## src/pkg/sixp_regs.vh

```
// register map and constants of the six-bit serial-muxed port
`ifndef SIXP_REGS_VH
`define SIXP_REGS_VH
`define SIXP_OFF_DIR      12'h000
`define SIXP_OFF_DATA     12'h004
`define SIXP_OFF_SERIAL   12'h008
`define SIXP_OFF_STBY     12'h00c
`define SIXP_RESET_VAL    8'hc0
`define SIXP_FIXED_MASK   8'hc0
`define SIXP_PIN_MASK     8'h3f
`define SIXP_DIR_READ     8'hff
`define SIXP_PIN_COUNT    6
`define SIXP_B_CLOCK_ENABLE_LOW_0     0
`define SIXP_B_CLOCK_ENABLE_HIGH_0     1
`define SIXP_B_SYNC_0     2
`define SIXP_B_RE_0       3
`define SIXP_B_TE_0       4
`define SIXP_B_SMART_CARD_IFACE_SELECT       5
`define SIXP_B_CLOCK_ENABLE_LOW_1     8
`define SIXP_B_CLOCK_ENABLE_HIGH_1     9
`define SIXP_B_SYNC_1     10
`define SIXP_B_RE_1       11
`define SIXP_B_TE_1       12
`define SIXP_SERIAL_MASK  13'h1f3f
`define SIXP_B_HW_STBY    0
`define SIXP_B_SW_STBY    1
`endif

```

## src/verilog/sixp_pin_cell.v

```verilog
// one port pin: function select, drive enable and input sync
`timescale 1ns/1ps
`default_nettype none
module sixp_pin_cell (
  input  wire clk_in,
  input  wire resetn_in,
  input  wire pin_in,
  input  wire latch_in,
  input  wire dir_in,
  input  wire periph_sel_in,
  input  wire periph_out_in,
  input  wire periph_oe_in,
  output wire pin_out,
  output wire pin_oe_n_out,
  output wire level_out
);
  reg sync1_reg;
  reg sync2_reg;

  always @(posedge clk_in or negedge resetn_in) begin
    if (!resetn_in) begin
      sync1_reg <= 1'b0;
      sync2_reg <= 1'b0;
    end else begin
      sync1_reg <= pin_in;
      sync2_reg <= sync1_reg;
    end
  end

  // peripheral owns the pin when selected; otherwise plain port [RULE16]
  assign pin_out      = periph_sel_in ? periph_out_in : latch_in;
  assign pin_oe_n_out = periph_sel_in ? ~periph_oe_in : ~dir_in;
  assign level_out    = sync2_reg;
endmodule
`default_nettype wire

```

## src/verilog/sixp_port.v

```verilog
// six-bit general purpose port with serial channel pin sharing, apb slave
`timescale 1ns/1ps
`default_nettype none
`include "sixp_regs.vh"
//
// Contract
// [RULE1] eight-bit data latch, low six bits read/write, drive the pins
// [RULE2] direction one: port read returns the latch bit
// [RULE3] direction zero: port read returns the synchronised pin level
// [RULE4] bits seven and six ignore writes and read as one
// [RULE5] data latch is c0 after reset and during hardware standby
// [RULE6] software standby leaves the data latch unchanged
// [RULE7] pins shared with serial tx, rx, clock and two interrupt inputs
// [RULE8] pin five: channel one clock-enable-high makes it clock input
// [RULE9] pin five: sync select or clock-enable-low makes clock output
// [RULE10] pin four: same clock selection using channel zero bits
// [RULE11] pin three: channel one receive enable makes it receive input
// [RULE12] pin two: smart-card select or receive enable makes receive input
// [RULE13] pin one: channel one transmit enable drives transmit data
// [RULE14] pin zero: smart-card select or transmit enable drives transmit
// [RULE15] smart-card transmit alternates between driving and high impedance
// [RULE16] plain mode: direction one outputs latch, zero is input
// [RULE17] direction register write-only, reads ones, c0 after reset and during hardware standby
// [RULE18] outputs keep driving through software standby
module sixp_port #(
  parameter PIN_COUNT = `SIXP_PIN_COUNT
) (
  input  wire        CLK_SYS_IN,
  input  wire        RESETN_IN,
  input  wire [11:0] PADDR_IN,
  input  wire        PSEL_IN,
  input  wire        PENABLE_IN,
  input  wire        PWRITE_IN,
  input  wire [31:0] PWDATA_IN,
  input  wire [3:0]  PSTRB_IN,
  output wire [31:0] PRDATA_OUT,
  output wire        PREADY_OUT,
  output wire        PSLVERR_OUT,
  input  wire [5:0]  PIN_IN,
  output wire [5:0]  PIN_OUT,
  output wire [5:0]  PIN_OE_N_OUT,
  input  wire        TXD0_IN,
  input  wire        TXD0_DRIVE_IN,
  input  wire        TXD1_IN,
  input  wire        SCLK0_IN,
  input  wire        SCLK1_IN,
  output wire        RXD0_OUT,
  output wire        RXD1_OUT,
  output wire        SCLK0_OUT,
  output wire        SCLK1_OUT,
  output wire        EXT_INTERRUPT_FOUR_N_OUT,
  output wire        EXT_INTERRUPT_FIVE_N_OUT,
  output wire [12:0] SERIAL_CTRL_OUT
);
  reg  [7:0]  data_reg;
  reg  [7:0]  dir_reg;
  reg  [12:0] serial_reg;
  reg  [1:0]  stby_reg;
  reg  [31:0] rdata_reg;
  reg  [31:0] rdata_next;
  reg         slverr_reg;
  reg         addr_ok;
  wire [5:0]  level;
  reg  [5:0]  psel_fn;
  reg  [5:0]  pout_fn;
  reg  [5:0]  poe_fn;
  wire [5:0]  port_read;
  wire        hw_stby;
  wire        setup;
  wire        wr_en;
  wire        sync0;
  wire        sync1;
  wire        clk0_in_sel;
  wire        clk1_in_sel;

  assign hw_stby = stby_reg[`SIXP_B_HW_STBY];
  assign setup   = PSEL_IN & ~PENABLE_IN;
  // single-cycle access: pready is always high, so the write lands at the access edge
  assign wr_en   = PSEL_IN & PENABLE_IN & PWRITE_IN & PSTRB_IN[0];

  always @* begin
    case (PADDR_IN)
      `SIXP_OFF_DIR,
      `SIXP_OFF_DATA,
      `SIXP_OFF_SERIAL,
      `SIXP_OFF_STBY: addr_ok = 1'b1;
      default:        addr_ok = 1'b0;
    endcase
  end

  // standby control is a software-visible register so both standby kinds are testable
  always @(posedge CLK_SYS_IN or negedge RESETN_IN) begin
    if (!RESETN_IN) begin
      stby_reg <= 2'b00;
    end else if (wr_en && PADDR_IN == `SIXP_OFF_STBY) begin
      stby_reg <= PWDATA_IN[1:0];
    end
  end

  // hardware standby forces reset values; software standby just holds [RULE6]
  always @(posedge CLK_SYS_IN or negedge RESETN_IN) begin
    if (!RESETN_IN) begin
      data_reg <= `SIXP_RESET_VAL; // [RULE5]
      dir_reg  <= `SIXP_RESET_VAL; // [RULE17]
    end else if (hw_stby) begin
      data_reg <= `SIXP_RESET_VAL; // [RULE5]
      dir_reg  <= `SIXP_RESET_VAL; // [RULE17]
    end else if (wr_en) begin
      if (PADDR_IN == `SIXP_OFF_DATA) begin
        data_reg <= (PWDATA_IN[7:0] & `SIXP_PIN_MASK) | `SIXP_FIXED_MASK; // [RULE1] [RULE4]
      end
      if (PADDR_IN == `SIXP_OFF_DIR) begin
        dir_reg <= (PWDATA_IN[7:0] & `SIXP_PIN_MASK) | `SIXP_FIXED_MASK;
      end
    end
  end

  // serial channel mode/control bits that steer the pin functions
  always @(posedge CLK_SYS_IN or negedge RESETN_IN) begin
    if (!RESETN_IN) begin
      serial_reg <= 13'h0000;
    end else if (wr_en && PADDR_IN == `SIXP_OFF_SERIAL) begin
      serial_reg <= PWDATA_IN[12:0] & `SIXP_SERIAL_MASK;
    end
  end

  assign clk0_in_sel = serial_reg[`SIXP_B_CLOCK_ENABLE_HIGH_0];
  assign clk1_in_sel = serial_reg[`SIXP_B_CLOCK_ENABLE_HIGH_1];
  assign sync0 = serial_reg[`SIXP_B_SYNC_0] | serial_reg[`SIXP_B_CLOCK_ENABLE_LOW_0];
  assign sync1 = serial_reg[`SIXP_B_SYNC_1] | serial_reg[`SIXP_B_CLOCK_ENABLE_LOW_1];

  always @* begin
    psel_fn = 6'h00;
    pout_fn = 6'h00;
    poe_fn  = 6'h00;
    // pin 5: channel one clock
    if (clk1_in_sel) begin
      psel_fn[5] = 1'b1; // [RULE8]
    end else if (sync1) begin
      psel_fn[5] = 1'b1; // [RULE9]
      pout_fn[5] = SCLK1_IN;
      poe_fn[5]  = 1'b1;
    end
    // pin 4: channel zero clock
    if (clk0_in_sel) begin
      psel_fn[4] = 1'b1; // [RULE10]
    end else if (sync0) begin
      psel_fn[4] = 1'b1; // [RULE10]
      pout_fn[4] = SCLK0_IN;
      poe_fn[4]  = 1'b1;
    end
    psel_fn[3] = serial_reg[`SIXP_B_RE_1]; // [RULE11]
    psel_fn[2] = serial_reg[`SIXP_B_SMART_CARD_IFACE_SELECT] | serial_reg[`SIXP_B_RE_0]; // [RULE12]
    psel_fn[1] = serial_reg[`SIXP_B_TE_1]; // [RULE13]
    pout_fn[1] = TXD1_IN;
    poe_fn[1]  = 1'b1;
    psel_fn[0] = serial_reg[`SIXP_B_SMART_CARD_IFACE_SELECT] | serial_reg[`SIXP_B_TE_0]; // [RULE14]
    pout_fn[0] = TXD0_IN;
    // smart-card transmit releases the pin whenever the channel asks [RULE15]
    poe_fn[0]  = serial_reg[`SIXP_B_SMART_CARD_IFACE_SELECT] ? TXD0_DRIVE_IN : 1'b1;
  end

  // pin drivers follow the held registers, so outputs persist in software standby [RULE18]
  genvar i;
  generate
    for (i = 0; i < PIN_COUNT; i = i + 1) begin : g_pin
      sixp_pin_cell u_cell (
        .clk_in        (CLK_SYS_IN),
        .resetn_in     (RESETN_IN),
        .pin_in        (PIN_IN[i]),
        .latch_in      (data_reg[i]),
        .dir_in        (dir_reg[i]),
        .periph_sel_in (psel_fn[i]),
        .periph_out_in (pout_fn[i]),
        .periph_oe_in  (poe_fn[i]),
        .pin_out       (PIN_OUT[i]),
        .pin_oe_n_out  (PIN_OE_N_OUT[i]),
        .level_out     (level[i])
      );
      assign port_read[i] = dir_reg[i] ? data_reg[i] : level[i]; // [RULE2] [RULE3]
    end
  endgenerate

  // receivers and interrupt inputs always see the pin level [RULE7]
  assign RXD0_OUT  = level[2];
  assign RXD1_OUT  = level[3];
  assign SCLK0_OUT = level[4];
  assign SCLK1_OUT = level[5];
  assign EXT_INTERRUPT_FOUR_N_OUT = level[4]; // [RULE7]
  assign EXT_INTERRUPT_FIVE_N_OUT = level[5]; // [RULE7]
  assign SERIAL_CTRL_OUT = serial_reg;

  always @* begin
    rdata_next = 32'h00000000;
    case (PADDR_IN)
      `SIXP_OFF_DIR:    rdata_next = {24'h000000, `SIXP_DIR_READ}; // [RULE17]
      `SIXP_OFF_DATA:   rdata_next = {24'h000000, `SIXP_FIXED_MASK | {2'b00, port_read}}; // [RULE4]
      `SIXP_OFF_SERIAL: rdata_next = {19'h00000, serial_reg};
      `SIXP_OFF_STBY:   rdata_next = {30'h00000000, stby_reg};
      default:          rdata_next = 32'h00000000;
    endcase
  end

  // read data captured in setup so it is stable through the access cycle
  always @(posedge CLK_SYS_IN or negedge RESETN_IN) begin
    if (!RESETN_IN) begin
      rdata_reg  <= 32'h00000000;
      slverr_reg <= 1'b0;
    end else if (setup) begin
      rdata_reg  <= PWRITE_IN ? 32'h00000000 : rdata_next;
      slverr_reg <= ~addr_ok;
    end
  end

  assign PRDATA_OUT  = rdata_reg;
  assign PREADY_OUT  = 1'b1;
  assign PSLVERR_OUT = slverr_reg & PSEL_IN & PENABLE_IN;
endmodule
`default_nettype wire

```

## config.mk

```make
export PLATFORM = sky130hd
export DESIGN_NAME = sixp_port
export DESIGN_NICKNAME = d
export VERILOG_FILES = /design/src/verilog/sixp_pin_cell.v /design/src/verilog/sixp_port.v
export VERILOG_INCLUDE_DIRS = /design/src /design/src/pkg
export SDC_FILE = /design/constraint.sdc
export NUM_CORES = 1
export LEC_CHECK = 0
export BUFFER_PORTS_ARGS = -buffer_cell sky130_fd_sc_hd__buf_4
export CAP_MARGIN = 20
export CORE_MARGIN = 1.5
export CORE_UTILIZATION = 45
export CTS_CLUSTER_SIZE = 24
export DETAILED_ROUTE_END_ITERATION = 10
export GPL_ROUTABILITY_DRIVEN = 0
export PLACE_DENSITY = 0.9
export SYNTH_ARGS = -nofsm -noshare
export SYNTH_HDL_FRONTEND = slang
export SYNTH_SLANG_ARGS = --single-unit
export TNS_END_PERCENT = 20
```

## constraint.sdc

```tcl
create_clock -name CLK_SYS_IN -period 1.84 [get_ports CLK_SYS_IN]
set_clock_uncertainty 0.2 [all_clocks]
set_input_delay 0.368 -clock CLK_SYS_IN [delete_from_list [all_inputs] [get_ports CLK_SYS_IN]]
set_output_delay 0.368 -clock CLK_SYS_IN [all_outputs]
set_load 0.005 [all_outputs]
```

==> results.txt <==
----------------------------------------------------
[Routing]
  Number of DRC violations after detailed routing ... 0
  Number of nets with antenna violations after detailed routing ... 0
  Vias per cell ... 4.92
  Total detailed-routing wirelength ... 5.77 mm
  DR iter-0 viols ... 78
  Number of detailed-route iterations in the first pass ... 4
  Total via count in the routed design ... 1,839
  Wire per inst ... 15.4 um

[CTS]
  Buffer depth of the longest clock path ... 2
  Post-CTS clock slew at the launch and capture registers of the worst setup and hold paths ... 0.09 ns
  TritonCTS clock tree ... done
  Sinks on the clock net ... 50
  Clock latency on the worst-skew pair ... 0.31 ns
  Root buffer cell ... clkbuf_8
  CTS H-tree depth ... 2
  Number of buffers inserted during clock tree synthesis ... 5

[Pwr]
  Fraction of power spent switching nets ... 22.8%
  Power dissipated by switching net loads ... 0.000448 W
  Areal power density over the cells ... 583 mW/mm^2
  Combinational share of power ... 9.6%
  Pint ... 0.00152 W
  Leak ... 1.67 nW
  PnR Total Power ... 0.00197 W
  Max rail drop VDD ... 437 uV
  Clock power frac ... 33.3%
  Sequential group share of total power ... 57.1%

[Global route]
  Global-route wire length before repair ... 8.82 mm
  Global-route congestion overflow total ... 0
  Antenna violations before repair ... 0
  Total track usage ... 19.0%
  Largest net degree at the start of global routing ... 51
  Via count of the first global-routing pass ... 1,800

[STA]
  Setup repair after global routing missed its margin ... true
  Crit path setup slack, layout ... -0.0781 ns
  Highest achievable clock rate ... 0.521 GHz
  Rel. slew slack ... 58.9%
  Number of setup violations in the final report ... 12
  Actual slew at the worst max-slew pin ... 0.617 ns
  Ratio of final minimum period to clock period ... 104%
  Count of pins over their slew limit ... 0
  Final Hold Fails ... 0
  Minimum period implied by the final worst setup slack ... 1.92 ns
  WHS ... 0.0904 ns

[Hold path]
  Critical hold path startpoint ... PWDATA_IN[9]
  Cell depth of the worst hold path ... 2
  Endpoint with the worst hold slack ... SERIAL_CTRL_OUT[9]
  Hold crit path type ... primary input to flip-flop

[Worst setup path]
  Category of the worst setup path launch point ... primary input
  Worst path top cell family by delay ... simple AND/OR/NAND/NOR gates
  Critical Path Sink Type ... flip-flop
  End of the worst register-to-register path ... PRDATA_OUT[1]
  Crit path largest cell delay ... 0.59 ns
  Arrival time of the worst setup path ... 1.91 ns
  Number of cell instances on the worst register-to-register path ... 3
  Critical path cell sequence ... buf_6 > or4_4 > nor2_4 > and4_4 > clkbuf_16 > mux2_4
  Peak fanout along the critical path ... 5
  Category of the critical setup timing path ... primary input to flip-flop
  Critical path buffers and inverters ... 2
  Setup slack on the worst flop-to-flop path ... 0.48 ns
  Critical-path top delay cell ... or4_4
  Crit path required time ... 1.83 ns
  Startpoint of the worst-slack reg-to-reg timing path ... dir_reg[1]

[Synth]
  Most used flip-flop cell after synthesis ... dfrtp_1
  Total of flip-flops plus latches after synthesis ... 50
  Leading cell types by total area after synthesis ... dfrtp_1 50%, buf_4 12%, mux2i_1 8.1%
  Number of cells produced by synthesis ... 217
  Total standard cell area after synthesis ... 0.00248 mm^2
  Dominant cell type by area after synthesis ... dfrtp_1
  Ys Warns ... 0
  Number of distinct standard cells referenced by the synthesized netlist ... 31
  Mean post-synth cell area ... 11.4 um^2
  Portion of the post-synthesis area used by sequential elements ... 50.5%
  Count leader, synth ... dfrtp_1
  Number of synthesized flops with an enable pin ... 0
  Asr flop ratio synth ... 100%
  Fraction of post-synthesis cell area in the top cell type by area ... 50.5%
  Most frequent cells after synthesis ... 50 x dfrtp_1, 41 x buf_4, 23 x nor2_1

[Layout]
  Nets@finish ... 367
  Area growth from synthesis to layout ... 36.1%
  Total non-filler cell area in the finished layout ... 0.00337 mm^2
  Post-route insts no fill ... 374
  Number of flip-flops in the largest register ... 12
  Fraction of final layout cells with drive strength greater than 1 ... 46.7%
  Count of antenna diodes in the layout ... 0

[Die]
  Die Width ... 77.2 um
  Die area ... 0.00596 mm^2
  I/O pin total ... 129
  Die Y-Extent ... 77.2 um
  Initial core utilization ... 47.6%
  Row cnt ... 26
  Core area ... 0.00520 mm^2

[Placement]
  Worst slack after detailed placement ... -0.429 ns
  Count of input and output buffers ... 82
  Placed standard-cell area ... 0.00308 mm^2
  Placed cells ... 357
  Post-DP HPWL ... 4.08 mm

[Outcome]
  Failing checks ... setup timing
  Run status ... finished with violations

[Job]
  Reported max-cap violation count ... 0

----------------------------------------------------
==> worst max-delay path by stage <==
stage | startpoint | end | slack [ns] | cells past startpoint
3_3_place_gp | PADDR_IN[5] | SERIAL_CTRL_OUT[11] | -0.37 | 6
5_1_grt | PADDR_IN[10] | SERIAL_CTRL_OUT[8] | -0.11 | 6
3_5_place_dp | PADDR_IN[5] | SERIAL_CTRL_OUT[2] | -0.43 | 6
4_1_cts | PADDR_IN[9] | SERIAL_CTRL_OUT[2] | -0.06 | 6
6_report | PADDR_IN[10] | SERIAL_CTRL_OUT[8] | -0.08 | 6
2_1_floorplan | PADDR_IN[5] | SERIAL_CTRL_OUT[10] | -0.27 | 6
==> cells in the final DEF (no fill, tap or decap), types with 3 or more instances in the layout <==
cell,n
nand2b_1,6
clkbuf_8,6
mux2_4,12
nor2_1,19
nor2_4,3
dfrtp_2,3
conb_1,22
a22o_1,5
buf_6,7
dfrtp_1,47
nand2_1,6
buf_4,89
mux2_2,3
o21ai_0,8
or4_4,3
dlygate4sd3_1,7
a22oi_1,6
mux2i_1,20
or2_2,3
==> layout make-up <==
type                            count  area, um^2
Multi-Input combinational cell    139        1050
Clock inverter                      1        5.00
Inverter                            1        3.75
Tap cell                           70        87.6
Sequential cell                    50        1250
Fill cell                         427        1830
Clock buffer                        7        86.3
Timing Repair Buffer              106         882
==> routing by layer <==
layer	part of all wire (%)	GRT usage, %
met1	42	23.8
met3	6.6	5.00
met5	0	0
met2	50	30.9
met4	2.0	8.36
==> power groups by stage <==
| stage | clock, W | sequential (W) | combinational [W] |
|---|---|---|---|
| floorplan | 0 | 0.00114 | 0.0000890 |
| global placement | 0 | 0.00114 | 0.000168 |
| detailed placement | 0 | 0.00114 | 0.000172 |
| CTS | 0.000673 | 0.00112 | 0.000186 |
| global route | 0.000707 | 0.00112 | 0.000208 |
| finish | 0.000656 | 0.00112 | 0.000189 |
==> stage by stage <==
stage / TNS, ns / util (%)
after CTS: -0.574 / 63.0
final: -0.702 / 64.8
after global routing: -1.19 / 64.8
after floorplan: -7.02 / -
after global placement: -9.69 / 59.1
after detailed placement: -10.86 / 59.1
==> repair_timing <==
item                                    4_1_cts  5_1_grt
endpoints found under the setup margin       13       35
cloned                                        0        1
setup buffers                                 1        0
pin swaps                                     2        3
hold buffers                                  7        0
resized for setup                            10       19
endpoints found under the hold margin        56        0
==> kinds of logic (layout without fill, tap and decap cells) <==
| logic type | after synthesis | after routing | synth area share [%] |
|---|---|---|---|
| buffers and inverters | 48 | 115 | 13.8 |
| multiplexers | 35 | 35 | 14.9 |
| other | 2 | 22 | 0.303 |
| flip-flops | 50 | 50 | 50.5 |
| AO/OA/AOI/OAI | 24 | 24 | 6.61 |
| AND/OR/NAND/NOR | 58 | 58 | 13.9 |
Note: power is estimated with default switching activity, not from simulation.
